**src/pdfc_pkg.sv**
```systemverilog
// Package for the synthesizer divider, pump gain and fast-lock configuration block
// Overview of operation
// - Aux gain bit: 0 is 1 mA, 1 is 4 mA
// - Prescaler bit: 0 is 8/9, 1 is 16/17
// - Aux power-down bit stops loop, pump high-Z
// - Mode 0: power-down waits for idle pump
// - Mode 1: power-down applies at once
// - Aux reference ratio 15 bits, 3 to 32767
// - Main pump current is 100 times (k+1) uA
// - Timeout 0, 2 and 3 disable fast-lock circuitry
// - Timeout 0 high-Z, 2 low, 3 high
// - Timeout 1 drives low, forces fast-lock on
// - Timeout 4 and up runs timed fast-lock
// - Fast-lock lasts twice the timeout value, cycles
package pdfc_pkg;
    localparam int WORD_W = 24;
    localparam int CODE_W = 4;
    // Destination codes in the low nibble of each word
    localparam logic [3:0] CODE_AUX_FB = 4'h3;
    localparam logic [3:0] CODE_AUX_REF = 4'h5;
    localparam logic [3:0] CODE_MAIN_FL = 4'h7;
    // Auxiliary feedback divider word
    localparam int AUX_PD_POS = 23;
    localparam int AUX_PRESC_POS = 22;
    localparam int AUX_GAIN_POS = 21;
    localparam int AUX_N_LSB = 4;
    localparam int AUX_N_W = 17;
    // Auxiliary reference and main pump gain word
    localparam int MAIN_GAIN_LSB = 19;
    localparam int MAIN_GAIN_W = 4;
    localparam int AUX_R_LSB = 4;
    localparam int AUX_R_W = 15;
    // Main fast-lock word
    localparam int SLIP_LSB = 22;
    localparam int FAST_CUR_LSB = 18;
    localparam int TOC_LSB = 4;
    localparam int TOC_W = 14;
    localparam int FL_CNT_W = 15;
    localparam logic [13:0] TOC_HIZ = 14'h0000;
    localparam logic [13:0] TOC_MANUAL = 14'h0001;
    localparam logic [13:0] TOC_LOW = 14'h0002;
    localparam logic [13:0] TOC_HIGH = 14'h0003;
    localparam logic [13:0] TOC_TIMED_MIN = 14'h0004;
    localparam int FL_PERIOD_MULT = 2;
    localparam int PUMP_STEP_UA = 100;
    localparam int PUMP_UA_W = 11;
    // Reset values
    localparam logic [23:0] WORD_RST = 24'h000000;
    localparam logic [10:0] PUMP_UA_RST = 11'h064;

    typedef struct packed {
        logic power_down_req;
        logic presc_16;
        logic pump_gain_high;
        logic [AUX_N_W-1:0] n_div;
    } pdfc_aux_cfg_t;

    typedef struct packed {
        logic [1:0] slip_reduction_select;
        logic [3:0] main_fast_pump_current;
        logic [TOC_W-1:0] main_lock_timeout;
    } pdfc_fl_cfg_t;
endpackage

```
**src/pdfc_top.sv**
```systemverilog
// Serial-loaded configuration, aux power-down timing and main fast-lock timer
`timescale 1ns/1ns
module pdfc_top (
    // Clock at the comparison rate and synchronous reset
    input wire logic ref_clk,
    input wire logic rst,
    // Three-wire serial port
    input wire logic ser_data,
    input wire logic ser_clk,
    input wire logic ser_le,
    // Aux pump status and power-down mode bit
    input wire logic aux_pump_active,
    input wire logic aux_pump_powerdown_mode,
    // Auxiliary loop settings
    output pdfc_pkg::pdfc_aux_cfg_t aux_cfg,
    output logic aux_pump_gain,
    output logic aux_power_down,
    output logic aux_pump_hiz,
    output logic [pdfc_pkg::AUX_R_W-1:0] aux_ref_div,
    // Main loop settings
    output logic [pdfc_pkg::MAIN_GAIN_W-1:0] main_pump_gain,
    output logic [pdfc_pkg::PUMP_UA_W-1:0] main_pump_current_ua,
    output pdfc_pkg::pdfc_fl_cfg_t fl_cfg,
    output logic main_fast_lock_active,
    // Fast-lock pin as output and enable
    output logic main_fast_lock_pin,
    output logic main_fast_lock_pin_oe
);
    import pdfc_pkg::*;

    typedef enum logic [3:0] {
        PDFC_PIN_HIZ = 4'h1,
        PDFC_PIN_LOW = 4'h2,
        PDFC_PIN_HIGH = 4'h4,
        PDFC_PIN_FL = 4'h8
    } pdfc_pin_t;

    logic [WORD_W-1:0] shift_r;
    logic sclk_q_r;
    logic le_q_r;
    logic le_rise;
    logic [CODE_W-1:0] code;
    logic load_aux;
    logic load_ref;
    logic load_fl;
    logic [FL_CNT_W-1:0] fl_cnt_r;
    logic [FL_CNT_W-1:0] fl_cnt_nxt;
    logic [TOC_W-1:0] toc_new;
    pdfc_pin_t pin_mode;

    // Serial pins are sampled on ref_clk; a clock edge acts on the first ref_clk edge that sees the pin high
    always_ff @(posedge ref_clk) begin
        if (rst) begin
            sclk_q_r <= 1'b0;
            le_q_r <= 1'b0;
        end else begin
            sclk_q_r <= ser_clk;
            le_q_r <= ser_le;
        end
    end

    always_ff @(posedge ref_clk) begin
        if (rst) begin
            shift_r <= WORD_RST;
        end else if (ser_clk && !sclk_q_r) begin
            shift_r <= {shift_r[WORD_W-2:0], ser_data};
        end
    end

    assign le_rise = ser_le && !le_q_r;
    assign code = shift_r[CODE_W-1:0];
    // Unknown codes (other loop, test mux) fall through untouched
    assign load_aux = le_rise && (code == CODE_AUX_FB);
    assign load_ref = le_rise && (code == CODE_AUX_REF);
    assign load_fl = le_rise && (code == CODE_MAIN_FL);
    assign toc_new = shift_r[TOC_LSB +: TOC_W];

    // Auxiliary feedback word; ratio legality is left to the host
    always_ff @(posedge ref_clk) begin
        if (rst) begin
            aux_cfg <= '0;
            aux_pump_gain <= 1'b0;
        end else if (load_aux) begin
            aux_cfg.power_down_req <= shift_r[AUX_PD_POS];
            aux_cfg.presc_16 <= shift_r[AUX_PRESC_POS];
            aux_cfg.pump_gain_high <= shift_r[AUX_GAIN_POS];
            aux_cfg.n_div <= shift_r[AUX_N_LSB +: AUX_N_W];
            aux_pump_gain <= shift_r[AUX_GAIN_POS];
        end
    end

    // Power-down: immediate in mode 1, else waits for the pump to go idle
    always_ff @(posedge ref_clk) begin
        if (rst) begin
            aux_power_down <= 1'b0;
            aux_pump_hiz <= 1'b0;
        end else if (!aux_cfg.power_down_req) begin
            aux_power_down <= 1'b0;
            aux_pump_hiz <= 1'b0;
        end else if (aux_pump_powerdown_mode || !aux_pump_active) begin
            aux_power_down <= 1'b1;
            aux_pump_hiz <= 1'b1;
        end
    end

    // Reference divider and steady main pump gain
    always_ff @(posedge ref_clk) begin
        if (rst) begin
            aux_ref_div <= AUX_R_W'(0);
            main_pump_gain <= MAIN_GAIN_W'(0);
            main_pump_current_ua <= PUMP_UA_RST;
        end else if (load_ref) begin
            aux_ref_div <= shift_r[AUX_R_LSB +: AUX_R_W];
            main_pump_gain <= shift_r[MAIN_GAIN_LSB +: MAIN_GAIN_W];
            main_pump_current_ua <= PUMP_UA_W'(PUMP_STEP_UA
                * (int'(shift_r[MAIN_GAIN_LSB +: MAIN_GAIN_W]) + 1));
        end
    end

    always_ff @(posedge ref_clk) begin
        if (rst) begin
            fl_cfg <= '0;
        end else if (load_fl) begin
            fl_cfg.slip_reduction_select <= shift_r[SLIP_LSB +: 2];
            fl_cfg.main_fast_pump_current <= shift_r[FAST_CUR_LSB +: 4];
            fl_cfg.main_lock_timeout <= toc_new;
        end
    end

    // Timed fast-lock: a write starts a period of twice the timeout, in cycles
    always_comb begin
        fl_cnt_nxt = fl_cnt_r;
        if (load_fl) begin
            if (toc_new >= TOC_TIMED_MIN) begin
                fl_cnt_nxt = FL_CNT_W'(int'(toc_new) * FL_PERIOD_MULT);
            end else begin
                fl_cnt_nxt = FL_CNT_W'(0);
            end
        end else if (fl_cnt_r != FL_CNT_W'(0)) begin
            fl_cnt_nxt = fl_cnt_r - FL_CNT_W'(1);
        end
    end

    always_ff @(posedge ref_clk) begin
        if (rst) begin
            fl_cnt_r <= FL_CNT_W'(0);
        end else begin
            fl_cnt_r <= fl_cnt_nxt;
        end
    end

    // Manual mode holds fast-lock on with no expiry
    always_ff @(posedge ref_clk) begin
        if (rst) begin
            main_fast_lock_active <= 1'b0;
        end else if (load_fl) begin
            main_fast_lock_active <= (toc_new == TOC_MANUAL)
                || (toc_new >= TOC_TIMED_MIN);
        end else if (fl_cfg.main_lock_timeout != TOC_MANUAL) begin
            main_fast_lock_active <= (fl_cnt_nxt != FL_CNT_W'(0));
        end
    end

    always_comb begin
        case (fl_cfg.main_lock_timeout)
            TOC_HIZ: pin_mode = PDFC_PIN_HIZ;
            TOC_MANUAL: pin_mode = PDFC_PIN_LOW;
            TOC_LOW: pin_mode = PDFC_PIN_LOW;
            TOC_HIGH: pin_mode = PDFC_PIN_HIGH;
            default: pin_mode = PDFC_PIN_FL;
        endcase
    end

    // Pin is registered, so it trails the mode and the active flag by a cycle
    always_ff @(posedge ref_clk) begin
        if (rst) begin
            main_fast_lock_pin <= 1'b0;
            main_fast_lock_pin_oe <= 1'b0;
        end else begin
            case (pin_mode)
                PDFC_PIN_HIZ: begin
                    main_fast_lock_pin <= 1'b0;
                    main_fast_lock_pin_oe <= 1'b0;
                end
                PDFC_PIN_LOW: begin
                    main_fast_lock_pin <= 1'b0;
                    main_fast_lock_pin_oe <= 1'b1;
                end
                PDFC_PIN_HIGH: begin
                    main_fast_lock_pin <= 1'b1;
                    main_fast_lock_pin_oe <= 1'b1;
                end
                PDFC_PIN_FL: begin
                    main_fast_lock_pin <= main_fast_lock_active;
                    main_fast_lock_pin_oe <= 1'b1;
                end
                default: begin
                    main_fast_lock_pin <= 1'b0;
                    main_fast_lock_pin_oe <= 1'b0;
                end
            endcase
        end
    end

    // Checks
    // Helper for the checks: length of the current run, so that every timeout
    // is covered and not only the shortest one
    logic [FL_CNT_W-1:0] run_len_r;
    logic [FL_CNT_W-1:0] run_goal_r;
    logic timed_cfg;

    assign timed_cfg = (fl_cfg.main_lock_timeout >= TOC_TIMED_MIN);

    always_ff @(posedge ref_clk) begin
        if (rst) begin
            run_goal_r <= FL_CNT_W'(0);
        end else if (load_fl) begin
            run_goal_r <= FL_CNT_W'(int'(toc_new) * FL_PERIOD_MULT);
        end
    end

    // Wraps in manual mode; the checks only look at it in timed settings
    always_ff @(posedge ref_clk) begin
        if (rst) begin
            run_len_r <= FL_CNT_W'(0);
        end else if (load_fl) begin
            run_len_r <= FL_CNT_W'(0);
        end else if (main_fast_lock_active) begin
            run_len_r <= run_len_r + FL_CNT_W'(1);
        end
    end
endmodule

```
**config.mk**
```make
export PLATFORM = sky130hd
export DESIGN_NAME = pdfc_top
export DESIGN_NICKNAME = d
export VERILOG_FILES = /design/src/pdfc_pkg.sv /design/src/pdfc_top.sv
export SDC_FILE = /design/constraint.sdc
export NUM_CORES = 1
export LEC_CHECK = 0
export BUFFER_PORTS_ARGS = -buffer_cell sky130_fd_sc_hd__clkbuf_2
export CORE_MARGIN = 2
export CORE_UTILIZATION = 50
export DETAILED_ROUTE_END_ITERATION = 8
export PLACE_DENSITY = 0.86
export SLEW_MARGIN = 20
export SYNTH_ARGS = -nofsm -noshare
export SYNTH_HDL_FRONTEND = slang
export SYNTH_SLANG_ARGS = --single-unit
```
**constraint.sdc**
```tcl
create_clock -name ref_clk -period 2.6 [get_ports ref_clk]
set_clock_uncertainty 0.2 [all_clocks]
set_input_delay 0.39 -clock ref_clk [delete_from_list [all_inputs] [get_ports ref_clk]]
set_output_delay 0.39 -clock ref_clk [all_outputs]
set_load 0.02 [all_outputs]
```
==> out/metrics.yaml <==
outcome: "finished, final reports clean"
root_buffer: "clkbuf_8"
fin_crit_sh: 0.9957
p_int_mw: 3.641
seqPwrFrac: 0.373
ys_types: 53
drt_iter0_drc: 388
synth_cells: 580
holdPathStages: 2
die_x_um: 101.8
required_ns: 2.84
finalCriticalPeriod_ns: 2.589
initial_core_util: 0.5177
ios: 83
rsz0062_at_grt: "true"
worst-path-max-fanout: 2
io_buffers: 80
cp.arrival_ns: 2.83
routed-wl-met2_um: 6838
nNetsFinal: 684
numCtsBuffers: 17
antenna_left: 0
rr_startpoint: "shift_r[19]"
avgSynthCellArea_um2: 8.247
total_power_mw: 5.085
fin_util: 0.6654
fmax_mhz: 386.3
async_flop_share: 0
mostFrequentLayoutCell: "nand2_1"
yosysSeqAreaShare: 0.4729
grt_pass1_vias: 4323
die-height_um: 101.8
num_rows: 35
grt_max_degree: 51
r2r_slack_ns: 0.01
startpoint_type: "flip-flop"
antenna_cells: 0
leakagePower_nw: 2.615
multi_input_area_um2: 2466
grt-ovfl-total: 0
vias: 4603
clock_power_share: 0.437
layout_common_cells: "nand2_1, dfxtp_1, a21oi_1, clkbuf_2, nor2_1"
wl_um: 14080
fill_cells: 663
ff_latch_area_um2: 2271
gp_congestion: 0.9292
dpl_cell_area_um2: 5364
cts_max_level: 4
cts_tree: "done"
hold-worst-slack_ns: 0.06923
grt_use_total: 0.2656
comb_power_share: 0.190
synth_area_um2: 4783
clkSinkCount: 113
drv_slew: 0
hp-class: "input port to flip-flop"
dr.pass1.iters: 6
design_area_um2: 6148
hold_violations: 0
die_area_um2: 10370
antenna_found_initial: 0
highest_layer: "met4"
syn2layout_area_growth_pct: 28.54
route.detailed.drc: 0
synth-edff-count: 0
slew_headroom: 0.3977
min_from: "rst"
hpwl_um: 8221
ys.flop_type: "dfxtp_1"
yosys_warnings: 0
cts.path.max_buffers: 2
tightestPinTransition_ns: 0.9035
ys_ff_latch: 113
wl_met1_um: 5430
avgRoutedWirePerCell_um: 17.54
sw_frac_of_total: 0.2839
clk_pin_slew_ns: 0.06
ir_drop_mv: 0.5392
p_sw_mw: 1.444
via_per_inst: 5.732
critical_path_class: "flip-flop to flip-flop"
end_kind: "flip-flop"
r2r_cells: 12
clock_latency_ns: 0.53
cap_violations: 0
drive_gt1_frac: 0.2463
r2r-end: "main_pump_current_ua[10]"
grt_pass1_wl_um: 21170
wl_met3_um: 1204
p_per_area_nw_per_um2: 827.0
setup_violations: 0
min_to: "fl_cnt_r[5]"
fp.coreArea_um2: 9240
[flip-flops by register name, indices dropped and copies added (netlist names)]
signal / count
shift_r: 24
fl_cfg: 20
aux_cfg: 19
aux_ref_div: 15
fl_cnt_r: 15
main_pump_current_ua: 9
main_pump_gain: 4
aux_pump_gain: 1
aux_pump_hiz: 1
le_q_r: 1
main_fast_lock_active: 1
main_fast_lock_pin: 1
main_fast_lock_pin_oe: 1
sclk_q_r: 1
[cell type report]
type	count	area share
multi-input combinational	412	0.4011
sequential	113	0.3694
timing repair buffer	105	0.1028
clock buffer	21	0.07468
tap	129	0.02625
clock inverter	10	0.01791
inverter	13	0.007937
[synthesized netlist by cell type (2+ instances only)]
cell / n / share of area
clkbuf_1: 31 / 0.024
a211o_1: 2 / 0.0037
dfxtp_1: 113 / 0.47
a21oi_1: 84 / 0.088
and3_1: 2 / 0.0026
nor2b_1: 6 / 0.0078
nand2b_1: 3 / 0.0039
ha_1: 14 / 0.037
a21o_1: 2 / 0.0031
xor2_1: 7 / 0.013
or3_1: 3 / 0.0039
a21boi_0: 5 / 0.0078
nor3_1: 9 / 0.0094
nor2_1: 42 / 0.033
xnor2_1: 8 / 0.015
nor4_1: 9 / 0.012
mux2i_1: 19 / 0.040
o311ai_0: 2 / 0.0037
buf_1: 4 / 0.0031
o21ai_0: 2 / 0.0021
buf_4: 4 / 0.0063
nand3_1: 9 / 0.0094
inv_1: 13 / 0.010
a211oi_1: 6 / 0.0094
nand3b_1: 3 / 0.0047
buf_2: 3 / 0.0031
nand2_1: 147 / 0.12
o31ai_1: 3 / 0.0047
[worst max-delay path, cell delays in order (launching register included)]
cell and delay (ns):
dfxtp_4 0.35, ha_4 0.18, and3_4 0.20, ha_4 0.23
ha_4 0.28, ha_4 0.14, inv_2 0.04, fa_2 0.34
inv_2 0.05, a21o_1 0.13, a21oi_2 0.06, xnor2_1 0.12
a211oi_1 0.18
[metrics by stage]
step / TNS, ns / instances / setup slack [ns]
floorplan: 0 / 581 / 0.002784
global placement: -0.004383 / 766 / -0.004383
detailed placement: -0.07576 / 766 / -0.07576
CTS: 0 / 803 / 0.01048
global route: -0.2082 / 803 / -0.05905
finish: 0 / 803 / 0.01116
[layer usage]
| metal | GRT usage | vias up |
|---|---|---|
| met3 | 0.07661 | 57 |
| met2 | 0.4216 | 264 |
| met4 | 0.1549 | 0 |
| met5 | 0 | - |
| li1 | - | 2109 |
| met1 | 0.3224 | 2173 |
[worst max-delay path by stage]
stage | to | depth (start not counted) | startpoint | slack (ns)
final | main_pump_current_ua[10] | 12 | shift_r[19] | 0.01
after global placement | main_pump_current_ua[10] | 12 | shift_r[20] | -0.004
after floorplan | main_pump_current_ua[10] | 12 | shift_r[20] | 0.003
after global routing | main_pump_current_ua[9] | 12 | shift_r[20] | -0.06
after CTS | main_pump_current_ua[10] | 10 | shift_r[20] | 0.01
after detailed placement | main_pump_current_ua[10] | 12 | shift_r[20] | -0.08
[power groups by stage]
stage / logic [mW] / clock network [mW] / registers [mW]
6_report: 0.966 / 2.22 / 1.90
5_1_grt: 1.06 / 2.31 / 1.91
4_1_cts: 0.901 / 2.22 / 1.89
3_5_place_dp: 0.867 / 0 / 1.93
3_3_place_gp: 0.829 / 0 / 1.92
2_1_floorplan: 0.734 / 0 / 1.90
[repair_timing]
item | in CTS | in global routing
hold endpoints to repair | 4 | 0
hold buffers | 5 | 0
setup endpoints to repair | 1 | 4
setup buffers | 1 | 0
pin swaps | 8 | 5
resized for setup | 9 | 18
[logic make-up (layout without fill, tap and decap cells)]
logic type / count (synthesis) / after routing / synth area share
and+or+nand+nor: 250 / 250 / 0.2359
DFF: 113 / 113 / 0.4729
AOI/OAI and AO/OA: 111 / 111 / 0.1329
buffers and inverters: 56 / 149 / 0.04944
muxes: 19 / 19 / 0.03976
adders and majority gates: 15 / 15 / 0.04081
xor gates and xnor gates: 15 / 15 / 0.02747
other: 1 / 2 / 0.0007840
No activity file was read; power rests on OpenSTA's default activity.
